## src/rtl/cmx_pkg.sv

```systemverilog
// Package: constants and types for the cache maintenance and translation block
// Function
// Set/way way field is operand bits 31:30
// Set index taken from operand bits S+4:5
// S is 7, 8, 9 for 16/32/64KB
// Line address ops ignore operand bits 4:0
// Branch target entry flush ignores bits 2:0
// Interrupted whole clean returns launch address plus 4
// Whole cache ops resume where they stopped
// User mode privileged op raises undefined trap
// Translate true virtual address, store result
// Translation privileged only, uses current space id
// Minor c8 translates; opcode2 selects permission check
// Result bit 0 flags aborted translation
// Abort puts fault encoding in bits 5:1
// Result read via minor c4, opcode2 0, privileged
// Success: page 31:12, share 8, type 7:6
// Normal memory inner attributes in bits 5:4
// Normal memory outer attributes in bits 3:2
// Way field is way, set is line
// Line ops missing the cache do nothing
// Result read stalls until translation completes
package cmx_pkg;

  // ==========================================================================
  // Instruction decode
  localparam logic [3:0] CRN_CACHE    = 4'h7;
  localparam logic [3:0] CRM_WFI      = 4'h0;
  localparam logic [3:0] CRM_RESULT   = 4'h4;
  localparam logic [3:0] CRM_ICACHE   = 4'h5;
  localparam logic [3:0] CRM_DCACHE   = 4'h6;
  localparam logic [3:0] CRM_BOTH     = 4'h7;
  localparam logic [3:0] CRM_XLATE    = 4'h8;
  localparam logic [3:0] CRM_CLEAN    = 4'ha;
  localparam logic [3:0] CRM_CLEANINV = 4'he;
  localparam logic [2:0] OP2_WHOLE    = 3'h0;
  localparam logic [2:0] OP2_MVA      = 3'h1;
  localparam logic [2:0] OP2_SETWAY   = 3'h2;
  localparam logic [2:0] OP2_FLUSHPF  = 3'h4;
  localparam logic [2:0] OP2_DMB      = 3'h5;
  localparam logic [2:0] OP2_BTC_ALL  = 3'h6;
  localparam logic [2:0] OP2_BTC_ONE  = 3'h7;
  localparam logic [2:0] OP2_RESULT   = 3'h0;
  localparam logic [2:0] OP2_PERM_MAX = 3'h3;

  // ==========================================================================
  // Operand fields
  localparam int WAY_HI       = 31;
  localparam int WAY_LO       = 30;
  localparam int SET_LO       = 5;
  localparam int SET_SPAN     = 4;
  localparam int LINE_LSB     = 5;
  localparam int BTC_LSB      = 3;
  localparam logic [3:0] S_16K = 4'h7;
  localparam logic [3:0] S_32K = 4'h8;
  localparam logic [3:0] S_64K = 4'h9;
  localparam logic [31:0] RET_OFFSET = 32'h0000_0004;

  // ==========================================================================
  // Result register layout
  localparam int RES_ABORT    = 0;
  localparam int RES_FS_HI    = 5;
  localparam int RES_FS_LO    = 1;
  localparam int RES_PA_LO    = 12;
  localparam int RES_SHARE    = 8;
  localparam logic [31:0] RES_RESET = 32'h0000_0000;
  localparam logic [1:0] MT_NORMAL  = 2'h2;

  typedef enum logic [1:0] {
    CSZ_16K,
    CSZ_32K,
    CSZ_64K
  } cmx_size_type;

  typedef enum logic [2:0] {
    OPK_NONE,
    OPK_LINE_MVA,
    OPK_LINE_SW,
    OPK_WHOLE,
    OPK_BTC_ONE,
    OPK_OTHER
  } cmx_op_type;

endpackage : cmx_pkg

```

## src/rtl/cmx_xlate_if.sv

```systemverilog
// Interface: translation request and answer between control and translator
`timescale 1ns/1ns
interface cmx_xlate_if;
  logic        req;
  logic [31:0] va;
  logic [1:0]  perm;
  logic [7:0]  address_space_id;
  logic        done;
  logic [31:0] result;

  modport ctl (output req, output va, output perm, output address_space_id,
               input done, input result);
  modport xl  (input req, input va, input perm, input address_space_id,
               output done, output result);
endinterface : cmx_xlate_if

```

## src/rtl/cmx_xlate.sv

```systemverilog
// Module: forwards translation to the TLB port and formats the result word
`timescale 1ns/1ns
module cmx_xlate (
  // Clock and reset
  input  wire logic        clk_i,
  input  wire logic        rst_i,
  // Control side
  cmx_xlate_if.xl          xif,
  // TLB lookup port
  output logic             tlb_req_o,
  output logic [31:0]      tlb_va_o,
  output logic [1:0]       tlb_perm_o,
  output logic [7:0]       tlb_address_space_id_o,
  input  wire logic        tlb_done_i,
  input  wire logic        tlb_abort_i,
  input  wire logic [4:0]  tlb_fault_i,
  input  wire logic [19:0] tlb_page_i,
  input  wire logic        tlb_share_i,
  input  wire logic [1:0]  tlb_type_i,
  input  wire logic [1:0]  tlb_inner_i,
  input  wire logic [1:0]  tlb_outer_i
);

  logic        busy_ff, nxt_busy;
  logic [31:0] res_ff, nxt_res;
  logic        done_ff, nxt_done;

  // ==========================================================================
  // Next state
  always_comb begin
    nxt_busy = busy_ff;
    nxt_res  = res_ff;
    nxt_done = 1'b0;
    if (xif.req) begin
      nxt_busy = 1'b1;
    end else if (busy_ff && tlb_done_i) begin
      nxt_busy = 1'b0;
      nxt_done = 1'b1;
      nxt_res  = cmx_pkg::RES_RESET;
      if (tlb_abort_i) begin
        nxt_res[cmx_pkg::RES_ABORT] = 1'b1;
        nxt_res[cmx_pkg::RES_FS_HI:cmx_pkg::RES_FS_LO] = tlb_fault_i;
      end else begin
        nxt_res[31:cmx_pkg::RES_PA_LO] = tlb_page_i;
        nxt_res[cmx_pkg::RES_SHARE]    = tlb_share_i;
        nxt_res[7:6]                   = tlb_type_i;
        // Attributes only for normal memory
        if (tlb_type_i == cmx_pkg::MT_NORMAL) begin
          nxt_res[5:4] = tlb_inner_i;
          nxt_res[3:2] = tlb_outer_i;
        end
      end
    end
  end

  always_ff @(posedge clk_i) begin
    if (rst_i) begin
      busy_ff <= 1'b0;
      res_ff  <= cmx_pkg::RES_RESET;
      done_ff <= 1'b0;
    end else begin
      busy_ff <= nxt_busy;
      res_ff  <= nxt_res;
      done_ff <= nxt_done;
    end
  end

  assign tlb_req_o  = busy_ff;
  assign tlb_va_o   = xif.va;
  assign tlb_perm_o = xif.perm;
  assign tlb_address_space_id_o = xif.address_space_id;
  assign xif.done   = done_ff;
  assign xif.result = res_ff;

endmodule : cmx_xlate

```

## src/rtl/cmx_setway.sv

```systemverilog
// Module: splits a set/way operand into way and set index by cache size
`timescale 1ns/1ns
module cmx_setway (
  // Configuration
  input  wire cmx_pkg::cmx_size_type size_i,
  // Operand
  input  wire logic [31:0]           opnd_i,
  // Decoded fields
  output logic [1:0]                 way_o,
  output logic [8:0]                 set_o,
  output logic [3:0]                 s_o
);

  logic [8:0] mask;

  always_comb begin
    case (size_i)
      cmx_pkg::CSZ_16K: s_o = cmx_pkg::S_16K;
      cmx_pkg::CSZ_32K: s_o = cmx_pkg::S_32K;
      default:          s_o = cmx_pkg::S_64K;
    endcase
  end

  // Set field is S bits wide
  genvar b;
  for (b = 0; b < 9; b++) begin : g_mask
    assign mask[b] = (b < int'(s_o));
  end

  assign way_o = opnd_i[cmx_pkg::WAY_HI:cmx_pkg::WAY_LO];
  assign set_o = opnd_i[cmx_pkg::SET_LO +: 9] & mask;

endmodule : cmx_setway

```

## src/rtl/cmx_top.sv

```systemverilog
// Module: coprocessor cache maintenance operand decode and translation control
`timescale 1ns/1ns
module cmx_top (
  // Clock and reset
  input  wire logic                  clk_i,
  input  wire logic                  rst_i,
  // Configuration
  input  wire cmx_pkg::cmx_size_type cache_size_i,
  input  wire logic [7:0]            address_space_id_i,
  // Coprocessor instruction port
  input  wire logic                  cp_valid_i,
  input  wire logic                  cp_write_i,
  input  wire logic                  cp_user_i,
  input  wire logic [3:0]            cp_crn_i,
  input  wire logic [3:0]            cp_crm_i,
  input  wire logic [2:0]            cp_op2_i,
  input  wire logic [31:0]           cp_wdata_i,
  input  wire logic [31:0]           cp_pc_i,
  output logic                       cp_stall_o,
  output logic                       cp_done_o,
  output logic                       cp_undef_o,
  output logic [31:0]                cp_rdata_o,
  // Interrupt abandon of whole-cache ops
  input  wire logic                  irq_take_i,
  output logic [31:0]                irq_link_o,
  // Cache maintenance port
  output logic                       cm_req_o,
  output cmx_pkg::cmx_op_type        cm_kind_o,
  output logic [3:0]                 cm_crm_o,
  output logic [31:0]                cm_addr_o,
  output logic [1:0]                 cm_way_o,
  output logic [8:0]                 cm_set_o,
  output logic [10:0]                cm_pos_o,
  input  wire logic                  cm_hit_i,
  input  wire logic                  cm_last_i,
  // TLB lookup port
  output logic                       tlb_req_o,
  output logic [31:0]                tlb_va_o,
  output logic [1:0]                 tlb_perm_o,
  output logic [7:0]                 tlb_address_space_id_o,
  input  wire logic                  tlb_done_i,
  input  wire logic                  tlb_abort_i,
  input  wire logic [4:0]            tlb_fault_i,
  input  wire logic [19:0]           tlb_page_i,
  input  wire logic                  tlb_share_i,
  input  wire logic [1:0]            tlb_type_i,
  input  wire logic [1:0]            tlb_inner_i,
  input  wire logic [1:0]            tlb_outer_i
);

  typedef enum logic [1:0] {
    ST_IDLE,
    ST_WHOLE,
    ST_XLATE
  } cmx_state_type;

  cmx_xlate_if xif ();

  cmx_state_type state_ff, nxt_state;
  logic [31:0]   res_ff, nxt_res;
  logic [10:0]   pos_ff, nxt_pos;
  logic [3:0]    wcrm_ff, nxt_wcrm;
  logic          xreq_ff, nxt_xreq;
  logic [31:0]   xva_ff, nxt_xva;
  logic [1:0]    xperm_ff, nxt_xperm;
  logic [31:0]   link_ff, nxt_link;
  logic          done_ff, nxt_done;
  logic          undef_ff, nxt_undef;
  logic [31:0]   rdata_ff, nxt_rdata;
  logic          lreq_ff, nxt_lreq;
  cmx_pkg::cmx_op_type kind_ff, nxt_kind;
  logic [31:0]   addr_ff, nxt_addr;
  logic [3:0]    lcrm_ff, nxt_lcrm;

  logic [1:0] sw_way;
  logic [8:0] sw_set;
  logic [3:0] sw_s;

  // ==========================================================================
  // Decode
  logic is_c7, user_ok, is_res_rd, is_xlate, is_whole, is_mva, is_sw, is_btc1;

  assign is_c7   = cp_valid_i && (cp_crn_i == cmx_pkg::CRN_CACHE);
  // User mode: barriers, prefetch flush
  assign user_ok = (cp_crm_i == cmx_pkg::CRM_ICACHE && cp_op2_i == cmx_pkg::OP2_FLUSHPF) ||
                   (cp_crm_i == cmx_pkg::CRM_CLEAN &&
                    (cp_op2_i == cmx_pkg::OP2_FLUSHPF || cp_op2_i == cmx_pkg::OP2_DMB));
  assign is_res_rd = !cp_write_i && cp_crm_i == cmx_pkg::CRM_RESULT &&
                     cp_op2_i == cmx_pkg::OP2_RESULT;
  assign is_xlate  = cp_write_i && cp_crm_i == cmx_pkg::CRM_XLATE &&
                     cp_op2_i <= cmx_pkg::OP2_PERM_MAX;
  assign is_whole  = cp_write_i && cp_op2_i == cmx_pkg::OP2_WHOLE &&
                     (cp_crm_i == cmx_pkg::CRM_ICACHE || cp_crm_i == cmx_pkg::CRM_DCACHE ||
                      cp_crm_i == cmx_pkg::CRM_BOTH || cp_crm_i == cmx_pkg::CRM_CLEAN ||
                      cp_crm_i == cmx_pkg::CRM_CLEANINV);
  assign is_mva    = cp_write_i && cp_op2_i == cmx_pkg::OP2_MVA &&
                     cp_crm_i != cmx_pkg::CRM_XLATE && cp_crm_i != cmx_pkg::CRM_WFI;
  assign is_sw     = cp_write_i && cp_op2_i == cmx_pkg::OP2_SETWAY &&
                     cp_crm_i != cmx_pkg::CRM_XLATE;
  assign is_btc1   = cp_write_i && cp_crm_i == cmx_pkg::CRM_ICACHE &&
                     cp_op2_i == cmx_pkg::OP2_BTC_ONE;

  cmx_setway u_setway (
    .size_i (cache_size_i),
    .opnd_i (cp_wdata_i),
    .way_o  (sw_way),
    .set_o  (sw_set),
    .s_o    (sw_s)
  );

  cmx_xlate u_xlate (
    .clk_i       (clk_i),
    .rst_i       (rst_i),
    .xif         (xif),
    .tlb_req_o   (tlb_req_o),
    .tlb_va_o    (tlb_va_o),
    .tlb_perm_o  (tlb_perm_o),
    .tlb_address_space_id_o  (tlb_address_space_id_o),
    .tlb_done_i  (tlb_done_i),
    .tlb_abort_i (tlb_abort_i),
    .tlb_fault_i (tlb_fault_i),
    .tlb_page_i  (tlb_page_i),
    .tlb_share_i (tlb_share_i),
    .tlb_type_i  (tlb_type_i),
    .tlb_inner_i (tlb_inner_i),
    .tlb_outer_i (tlb_outer_i)
  );

  assign xif.req  = xreq_ff;
  assign xif.va   = xva_ff;
  assign xif.perm = xperm_ff;
  assign xif.address_space_id = address_space_id_i;

  // ==========================================================================
  // Control state machine
  always_comb begin
    nxt_state = state_ff;
    nxt_res   = res_ff;
    nxt_pos   = pos_ff;
    nxt_wcrm  = wcrm_ff;
    nxt_xreq  = 1'b0;
    nxt_xva   = xva_ff;
    nxt_xperm = xperm_ff;
    nxt_link  = link_ff;
    nxt_done  = 1'b0;
    nxt_undef = 1'b0;
    nxt_rdata = rdata_ff;
    nxt_lreq  = 1'b0;
    nxt_kind  = kind_ff;
    nxt_addr  = addr_ff;
    nxt_lcrm  = lcrm_ff;
    if (xif.done) begin
      nxt_res = xif.result;
    end
    case (state_ff)
      ST_IDLE: begin
        if (is_c7 && cp_user_i && !user_ok) begin
          nxt_undef = 1'b1;
        end else if (is_c7 && is_res_rd) begin
          nxt_rdata = res_ff;
          nxt_done  = 1'b1;
        end else if (is_c7 && is_xlate) begin
          nxt_xreq  = 1'b1;
          nxt_xva   = cp_wdata_i;
          nxt_xperm = cp_op2_i[1:0];
          nxt_state = ST_XLATE;
        end else if (is_c7 && is_whole) begin
          // Same op reissued resumes
          if (cp_crm_i != wcrm_ff) begin
            nxt_pos = '0;
          end
          nxt_wcrm  = cp_crm_i;
          nxt_link  = cp_pc_i + cmx_pkg::RET_OFFSET;
          nxt_state = ST_WHOLE;
        end else if (is_c7) begin
          nxt_done = 1'b1;
          nxt_lcrm = cp_crm_i;
          if (is_btc1) begin
            nxt_lreq = 1'b1;
            nxt_kind = cmx_pkg::OPK_BTC_ONE;
            nxt_addr = {cp_wdata_i[31:cmx_pkg::BTC_LSB], 3'h0};
          end else if (is_mva) begin
            nxt_lreq = 1'b1;
            nxt_kind = cmx_pkg::OPK_LINE_MVA;
            nxt_addr = {cp_wdata_i[31:cmx_pkg::LINE_LSB], 5'h00};
          end else if (is_sw) begin
            nxt_lreq = 1'b1;
            nxt_kind = cmx_pkg::OPK_LINE_SW;
            nxt_addr = cp_wdata_i;
          end else begin
            nxt_kind = cmx_pkg::OPK_OTHER;
          end
        end
      end
      ST_WHOLE: begin
        if (irq_take_i) begin
          nxt_state = ST_IDLE;
        end else if (cm_last_i) begin
          nxt_pos   = '0;
          nxt_wcrm  = cmx_pkg::CRM_WFI;
          nxt_done  = 1'b1;
          nxt_state = ST_IDLE;
        end else begin
          nxt_pos = pos_ff + 11'h001;
        end
      end
      ST_XLATE: begin
        if (xif.done) begin
          nxt_done  = 1'b1;
          nxt_state = ST_IDLE;
        end
      end
      default: nxt_state = ST_IDLE;
    endcase
  end

  always_ff @(posedge clk_i) begin
    if (rst_i) begin
      state_ff <= ST_IDLE;
      res_ff   <= cmx_pkg::RES_RESET;
      pos_ff   <= '0;
      wcrm_ff  <= cmx_pkg::CRM_WFI;
      xreq_ff  <= 1'b0;
      xva_ff   <= '0;
      xperm_ff <= '0;
      link_ff  <= '0;
      done_ff  <= 1'b0;
      undef_ff <= 1'b0;
      rdata_ff <= '0;
      lreq_ff  <= 1'b0;
      kind_ff  <= cmx_pkg::OPK_NONE;
      addr_ff  <= '0;
      lcrm_ff  <= '0;
    end else begin
      state_ff <= nxt_state;
      res_ff   <= nxt_res;
      pos_ff   <= nxt_pos;
      wcrm_ff  <= nxt_wcrm;
      xreq_ff  <= nxt_xreq;
      xva_ff   <= nxt_xva;
      xperm_ff <= nxt_xperm;
      link_ff  <= nxt_link;
      done_ff  <= nxt_done;
      undef_ff <= nxt_undef;
      rdata_ff <= nxt_rdata;
      lreq_ff  <= nxt_lreq;
      kind_ff  <= nxt_kind;
      addr_ff  <= nxt_addr;
      lcrm_ff  <= nxt_lcrm;
    end
  end

  // ==========================================================================
  // Outputs
  // Stall makes a result read wait
  assign cp_stall_o = (state_ff != ST_IDLE);
  assign cp_done_o  = done_ff;
  assign cp_undef_o = undef_ff;
  assign cp_rdata_o = rdata_ff;
  assign irq_link_o = link_ff;
  // Cache drops misses itself
  assign cm_req_o   = lreq_ff || (state_ff == ST_WHOLE);
  assign cm_kind_o  = (state_ff == ST_WHOLE) ? cmx_pkg::OPK_WHOLE : kind_ff;
  assign cm_crm_o   = (state_ff == ST_WHOLE) ? wcrm_ff : lcrm_ff;
  assign cm_addr_o  = addr_ff;
  assign cm_way_o   = addr_ff[cmx_pkg::WAY_HI:cmx_pkg::WAY_LO];
  assign cm_set_o   = sw_set_q(addr_ff, sw_s);
  assign cm_pos_o   = pos_ff;

  function automatic logic [8:0] sw_set_q(input logic [31:0] a, input logic [3:0] s);
    logic [8:0] m;
    m = 9'h1ff >> (4'h9 - s);
    return a[cmx_pkg::SET_LO +: 9] & m;
  endfunction

  logic unused_ok;
  assign unused_ok = cm_hit_i ^ sw_way[0] ^ sw_set[0];

endmodule : cmx_top

```

## config.mk

```make
export PLATFORM = sky130hd
export DESIGN_NAME = cmx_top
export DESIGN_NICKNAME = d
export VERILOG_FILES = /design/src/rtl/cmx_pkg.sv /design/src/rtl/cmx_xlate_if.sv /design/src/rtl/cmx_xlate.sv /design/src/rtl/cmx_setway.sv /design/src/rtl/cmx_top.sv
export SDC_FILE = /design/constraint.sdc
export NUM_CORES = 1
export LEC_CHECK = 0
export BUFFER_PORTS_ARGS = -buffer_cell sky130_fd_sc_hd__buf_4
export CORE_MARGIN = 5
export CORE_UTILIZATION = 30
export DETAILED_ROUTE_END_ITERATION = 8
export HOLD_SLACK_MARGIN = 0.05
export PLACE_DENSITY_LB_ADDON = 0.15
export SETUP_SLACK_MARGIN = 0.1
export SYNTH_ARGS = -nofsm -noshare
export SYNTH_HDL_FRONTEND = slang
export SYNTH_SLANG_ARGS = --single-unit
```

## constraint.sdc

```tcl
create_clock -name clk_i -period 2.7 [get_ports clk_i]
set_input_delay 0 -clock clk_i [delete_from_list [all_inputs] [get_ports clk_i]]
set_output_delay 0 -clock clk_i [all_outputs]
set_load 0.01 [all_outputs]
```

==> impl_metrics.py <==
metrics = {
    "outcome": {
        "run_status": "finished, final reports clean",
    },
    "floorplanning": {
        "die_y_um": 181,
        "chipWidth_um": 181,
        "start_util_pct": 30.5,
        "rows": 62,
        "design.die.area_mm2": 0.0328,
        "design.core.area_mm2": 0.0289,
        "ioPinCount": 299,
    },
    "setup_path": {
        "critical_path.endpoint": "u_xlate.xif.result[2]",
        "critical_path_start_type": "register",
        "critical-path-top-delay-family": "buffers and inverters",
        "cp_data_arrival_time_ns": 2.85,
        "peak_per_stage_delay_on_the_critical_path_ns": 0.57,
        "critical_path_cell_by_cell": "nand3b_1 -> nor3_2 -> nand2_1 -> nor2_2 -> nand2_1 -> dlygate4sd3_1 -> o21ai_0 -> dlygate4sd3_1",
        "worst-path-buf-inv": 2,
        "ff2ff_path_depth": 8,
        "reg2reg_slack_ns": 0.31,
        "critPathSlowestCell": "dlygate4sd3_1",
        "worst_setup_path_end_kind": "register",
        "crit_start": "xif.req",
        "critical_path.max_fanout": 6,
        "criticalPathCategory": "reg -> reg",
        "critical_path_cell_count": 8,
        "required_ns": 3.16,
        "r2r_end": "u_xlate.xif.result[2]",
        "r2r_start": "xif.req",
    },
    "sta": {
        "hold-worst-slack_ns": 0.0832,
        "fin_crit_sh_pct": 88.4,
        "finClkSkew_ns": 0.0115,
        "max_slew_margin_pct": 45.6,
        "rsz0062_at_grt": "false",
        "fin_setup_tns_ns": 0,
        "min_period_ns": 2.39,
        "hold_violations": 0,
        "setup_viol": 0,
        "layout_setup_ws_ns": 0.313,
        "clock.fmax_mhz": 419,
        "worst_slew_pin_tran_ns": 0.814,
        "timing_max_transition_violations_final": 0,
    },
    "clock_tree": {
        "clock_sink_count": 215,
        "cts_buffers": 26,
        "clock_path_buffers": 3,
        "worst_skew_pair.late_latency_ns": 0.52,
        "cts-root-buf": "clkbuf_16",
        "tritoncts": "done",
        "cts.clk_slew.worst_paths_ns": 0.06,
        "cts_htree_levels": 1,
    },
    "global_routing": {
        "grt_antenna_before_repair": 0,
        "grt-ovfl-total": 0,
        "wire_length_of_the_first_global_routing_pass_um": 44200,
        "largest_net_degree_at_the_start_of_global_routing": 73,
        "grt_pass1_vias": 8213,
        "gr-usage-all-layers_pct": 16.0,
    },
    "synthesis": {
        "synth.cell_area_mm2": 0.00879,
        "yosys.cell_types.count": 56,
        "syn_avg_cell_area_um2": 8.97,
        "synthesis.yosys.warnings": 0,
        "synth_xor_xnor_area_share_pct": 3.29,
        "synth-edff-count": 0,
        "post_synth_and_or_nand_nor_area_fraction_pct": 21.2,
        "asyncSetResetFlopFracSynth_pct": 0,
        "synth-compound-area-share_pct": 12.0,
        "yosys-mux-area-fraction_pct": 9.17,
        "synth_cells": 980,
        "post_synth_adder_cell_area_pct": 0.285,
        "dominant_combinational_cell_family_by_area_after_synthesis": "simple AND/OR/NAND/NOR gates",
        "synth.yosys.seq_area_share_pct": 49.0,
        "commonest_register_cell_after_synthesis": "dfxtp_1",
        "synth.ff_latch_count": 215,
    },
    "placed_design": {
        "detailed_place_hpwl_um": 18700,
        "portBuffers": 278,
        "place_ws_ns": 0.468,
        "gp_congestion": 0.803,
    },
    "finish": {
        "antenna-diode-count": 0,
        "layout.nets": 1500,
        "mostFrequentLayoutCell": "buf_4",
        "syn2layout_area_growth_pct": 52.9,
        "n_fill_cell": 2825,
        "mostFrequentLayoutCells": "buf_4 (294), dfxtp_1 (214), nand2_1 (156)",
        "post_route_cells_drive_above_1_share_pct": 26.0,
        "post-route-util_pct": 46.6,
    },
    "routing": {
        "route.antenna.remaining_nets": 0,
        "post_drt_via_cell_ratio": 4.60,
        "drt_first_pass_iters": 4,
        "wirelength_um": 27800,
        "via_count": 8162,
        "post-route-drc-count": 0,
        "routedWlPerCell_um": 15.7,
        "initialDrtViolationCount": 332,
    },
    "power": {
        "standby_leakage_power_nw": 5.40,
        "cellPowerDensity_mw_per_mm2": 540,
        "vdd.ir_drop.worst_mv": 0.389,
    },
    "min_path": {
        "min-delay-path-class": "in -> reg",
    },
    "run": {
        "cap_violations": 0,
    },
}
sequential cells by signal, indices dropped and copies added, names as in the netlist:
signal and cells:
cm_addr_o 32, irq_link_o 32, xif.va 32, cp_rdata_o 29, res_ff 29, u_xlate.xif.result 29
cm_pos_o 11, lcrm_ff 4, wcrm_ff 4, kind_ff 3, state_ff 2, xif.perm 2
cp_done_o 1, cp_undef_o 1, lreq_ff 1, u_xlate.tlb_req_o 1, u_xlate.xif.done 1, xif.req 1
area by class of cell:
cell class / count / area (um2) / share of cell area [%]
tap: 384 / 480 / 3.57
timing repair buffer: 440 / 3680 / 27.4
multi-input combinational: 683 / 4080 / 30.3
sequential: 215 / 4310 / 32.0
clock buffer: 38 / 757 / 5.63
clock inverter: 9 / 124 / 0.922
inverter: 5 / 18.8 / 0.140
per-stage QoR:
stage / cell area [um2] / std cells / power, mW
floorplan: 8800 / 982 / 3.39
global placement: 11100 / 1581 / 3.58
detailed placement: 11100 / 1581 / 3.58
CTS: 13400 / 1772 / 7.37
global route: 13400 / 1774 / 7.55
finish: 13400 / 1774 / 7.26
cell usage after synthesis (all sizes together) (2+ instances only):
cell | instances | area, um2
nand3b | 6 | 45.0
nor3 | 14 | 103
o22a | 2 | 17.5
or3 | 4 | 25.0
a21oi | 77 | 389
inv | 5 | 18.8
nor4 | 3 | 18.8
o21a | 4 | 30.0
clkbuf | 40 | 150
nor2b | 6 | 37.5
o21ai | 12 | 60.1
nor4b | 3 | 41.3
o211ai | 2 | 25.0
and3 | 18 | 113
o2111a | 2 | 22.5
mux2 | 4 | 45.0
xnor2 | 8 | 70.1
dfxtp | 215 | 4300
nand3 | 34 | 170
or2 | 5 | 31.3
nand2b | 9 | 56.3
mux2i | 76 | 761
o311ai | 4 | 35.0
ha | 2 | 25.0
buf | 39 | 274
nand2 | 156 | 586
and4 | 4 | 35.0
a211oi | 27 | 203
nor2 | 121 | 454
xor2 | 25 | 219
a31oi | 4 | 25.0
nand4 | 6 | 37.5
a22o | 22 | 193
nor3b | 3 | 27.5
and2 | 5 | 31.3
kinds of logic after synthesis:
group                    Yosys count
multiplexers                      80
AO/OA/AOI/OAI                    163
adder cells (fa/ha/maj)            2
AND/OR/NAND/NOR                  402
XOR/XNOR                          33
other                              1
buffers and inverters             84
flip-flops                       215
worst reg2reg max path, stage by stage (launching register included):
cell and delay, ns:
dfxtp_1 0.32, nand3b_1 0.29, nor3_2 0.20, nand2_1 0.11, nor2_2 0.16, nand2_1 0.06, dlygate4sd3_1 0.55, o21ai_0 0.08
dlygate4sd3_1 0.57
power by group:
group	total, mW	internal [mW]	switching [mW]	leakage (nW)
Combinational	0.502	0.288	0.214	3.23
Clock	3.58	2.22	1.36	0.436
Sequential	3.18	3.18	0.00185	1.73
Total	7.26	5.69	1.57	5.40
worst min path at each step:
stage,from,to,slack [ns],cells after the start
3_5_place_dp,address_space_id_i[0],tlb_address_space_id_o[0],0.00007,0
6_report,cp_crn_i[3],cp_undef_o,0.08,5
4_1_cts,cp_crn_i[1],xif.req,0.07,4
5_1_grt,cp_crn_i[1],xif.req,0.09,4
3_3_place_gp,address_space_id_i[0],tlb_address_space_id_o[0],0.00007,0
2_1_floorplan,address_space_id_i[0],tlb_address_space_id_o[0],0.09,1
layer usage:
metal,wire (um),track usage [%],vias up
met4,678,4.20,0
li1,-,-,4140
met5,0,0,-
met2,13300,27.2,199
met1,12000,19.9,3778
met3,1870,4.65,45
timing repair:
| item | in CTS | in global routing |
|---|---|---|
| hold buffers | 144 | 0 |
| resized for setup | 0 | 4 |
| endpoints found under the hold margin | 173 | 0 |
| setup endpoints to repair | 0 | 7 |
| buffers inserted | 0 | 2 |
Power figures use the tool's default switching activity.
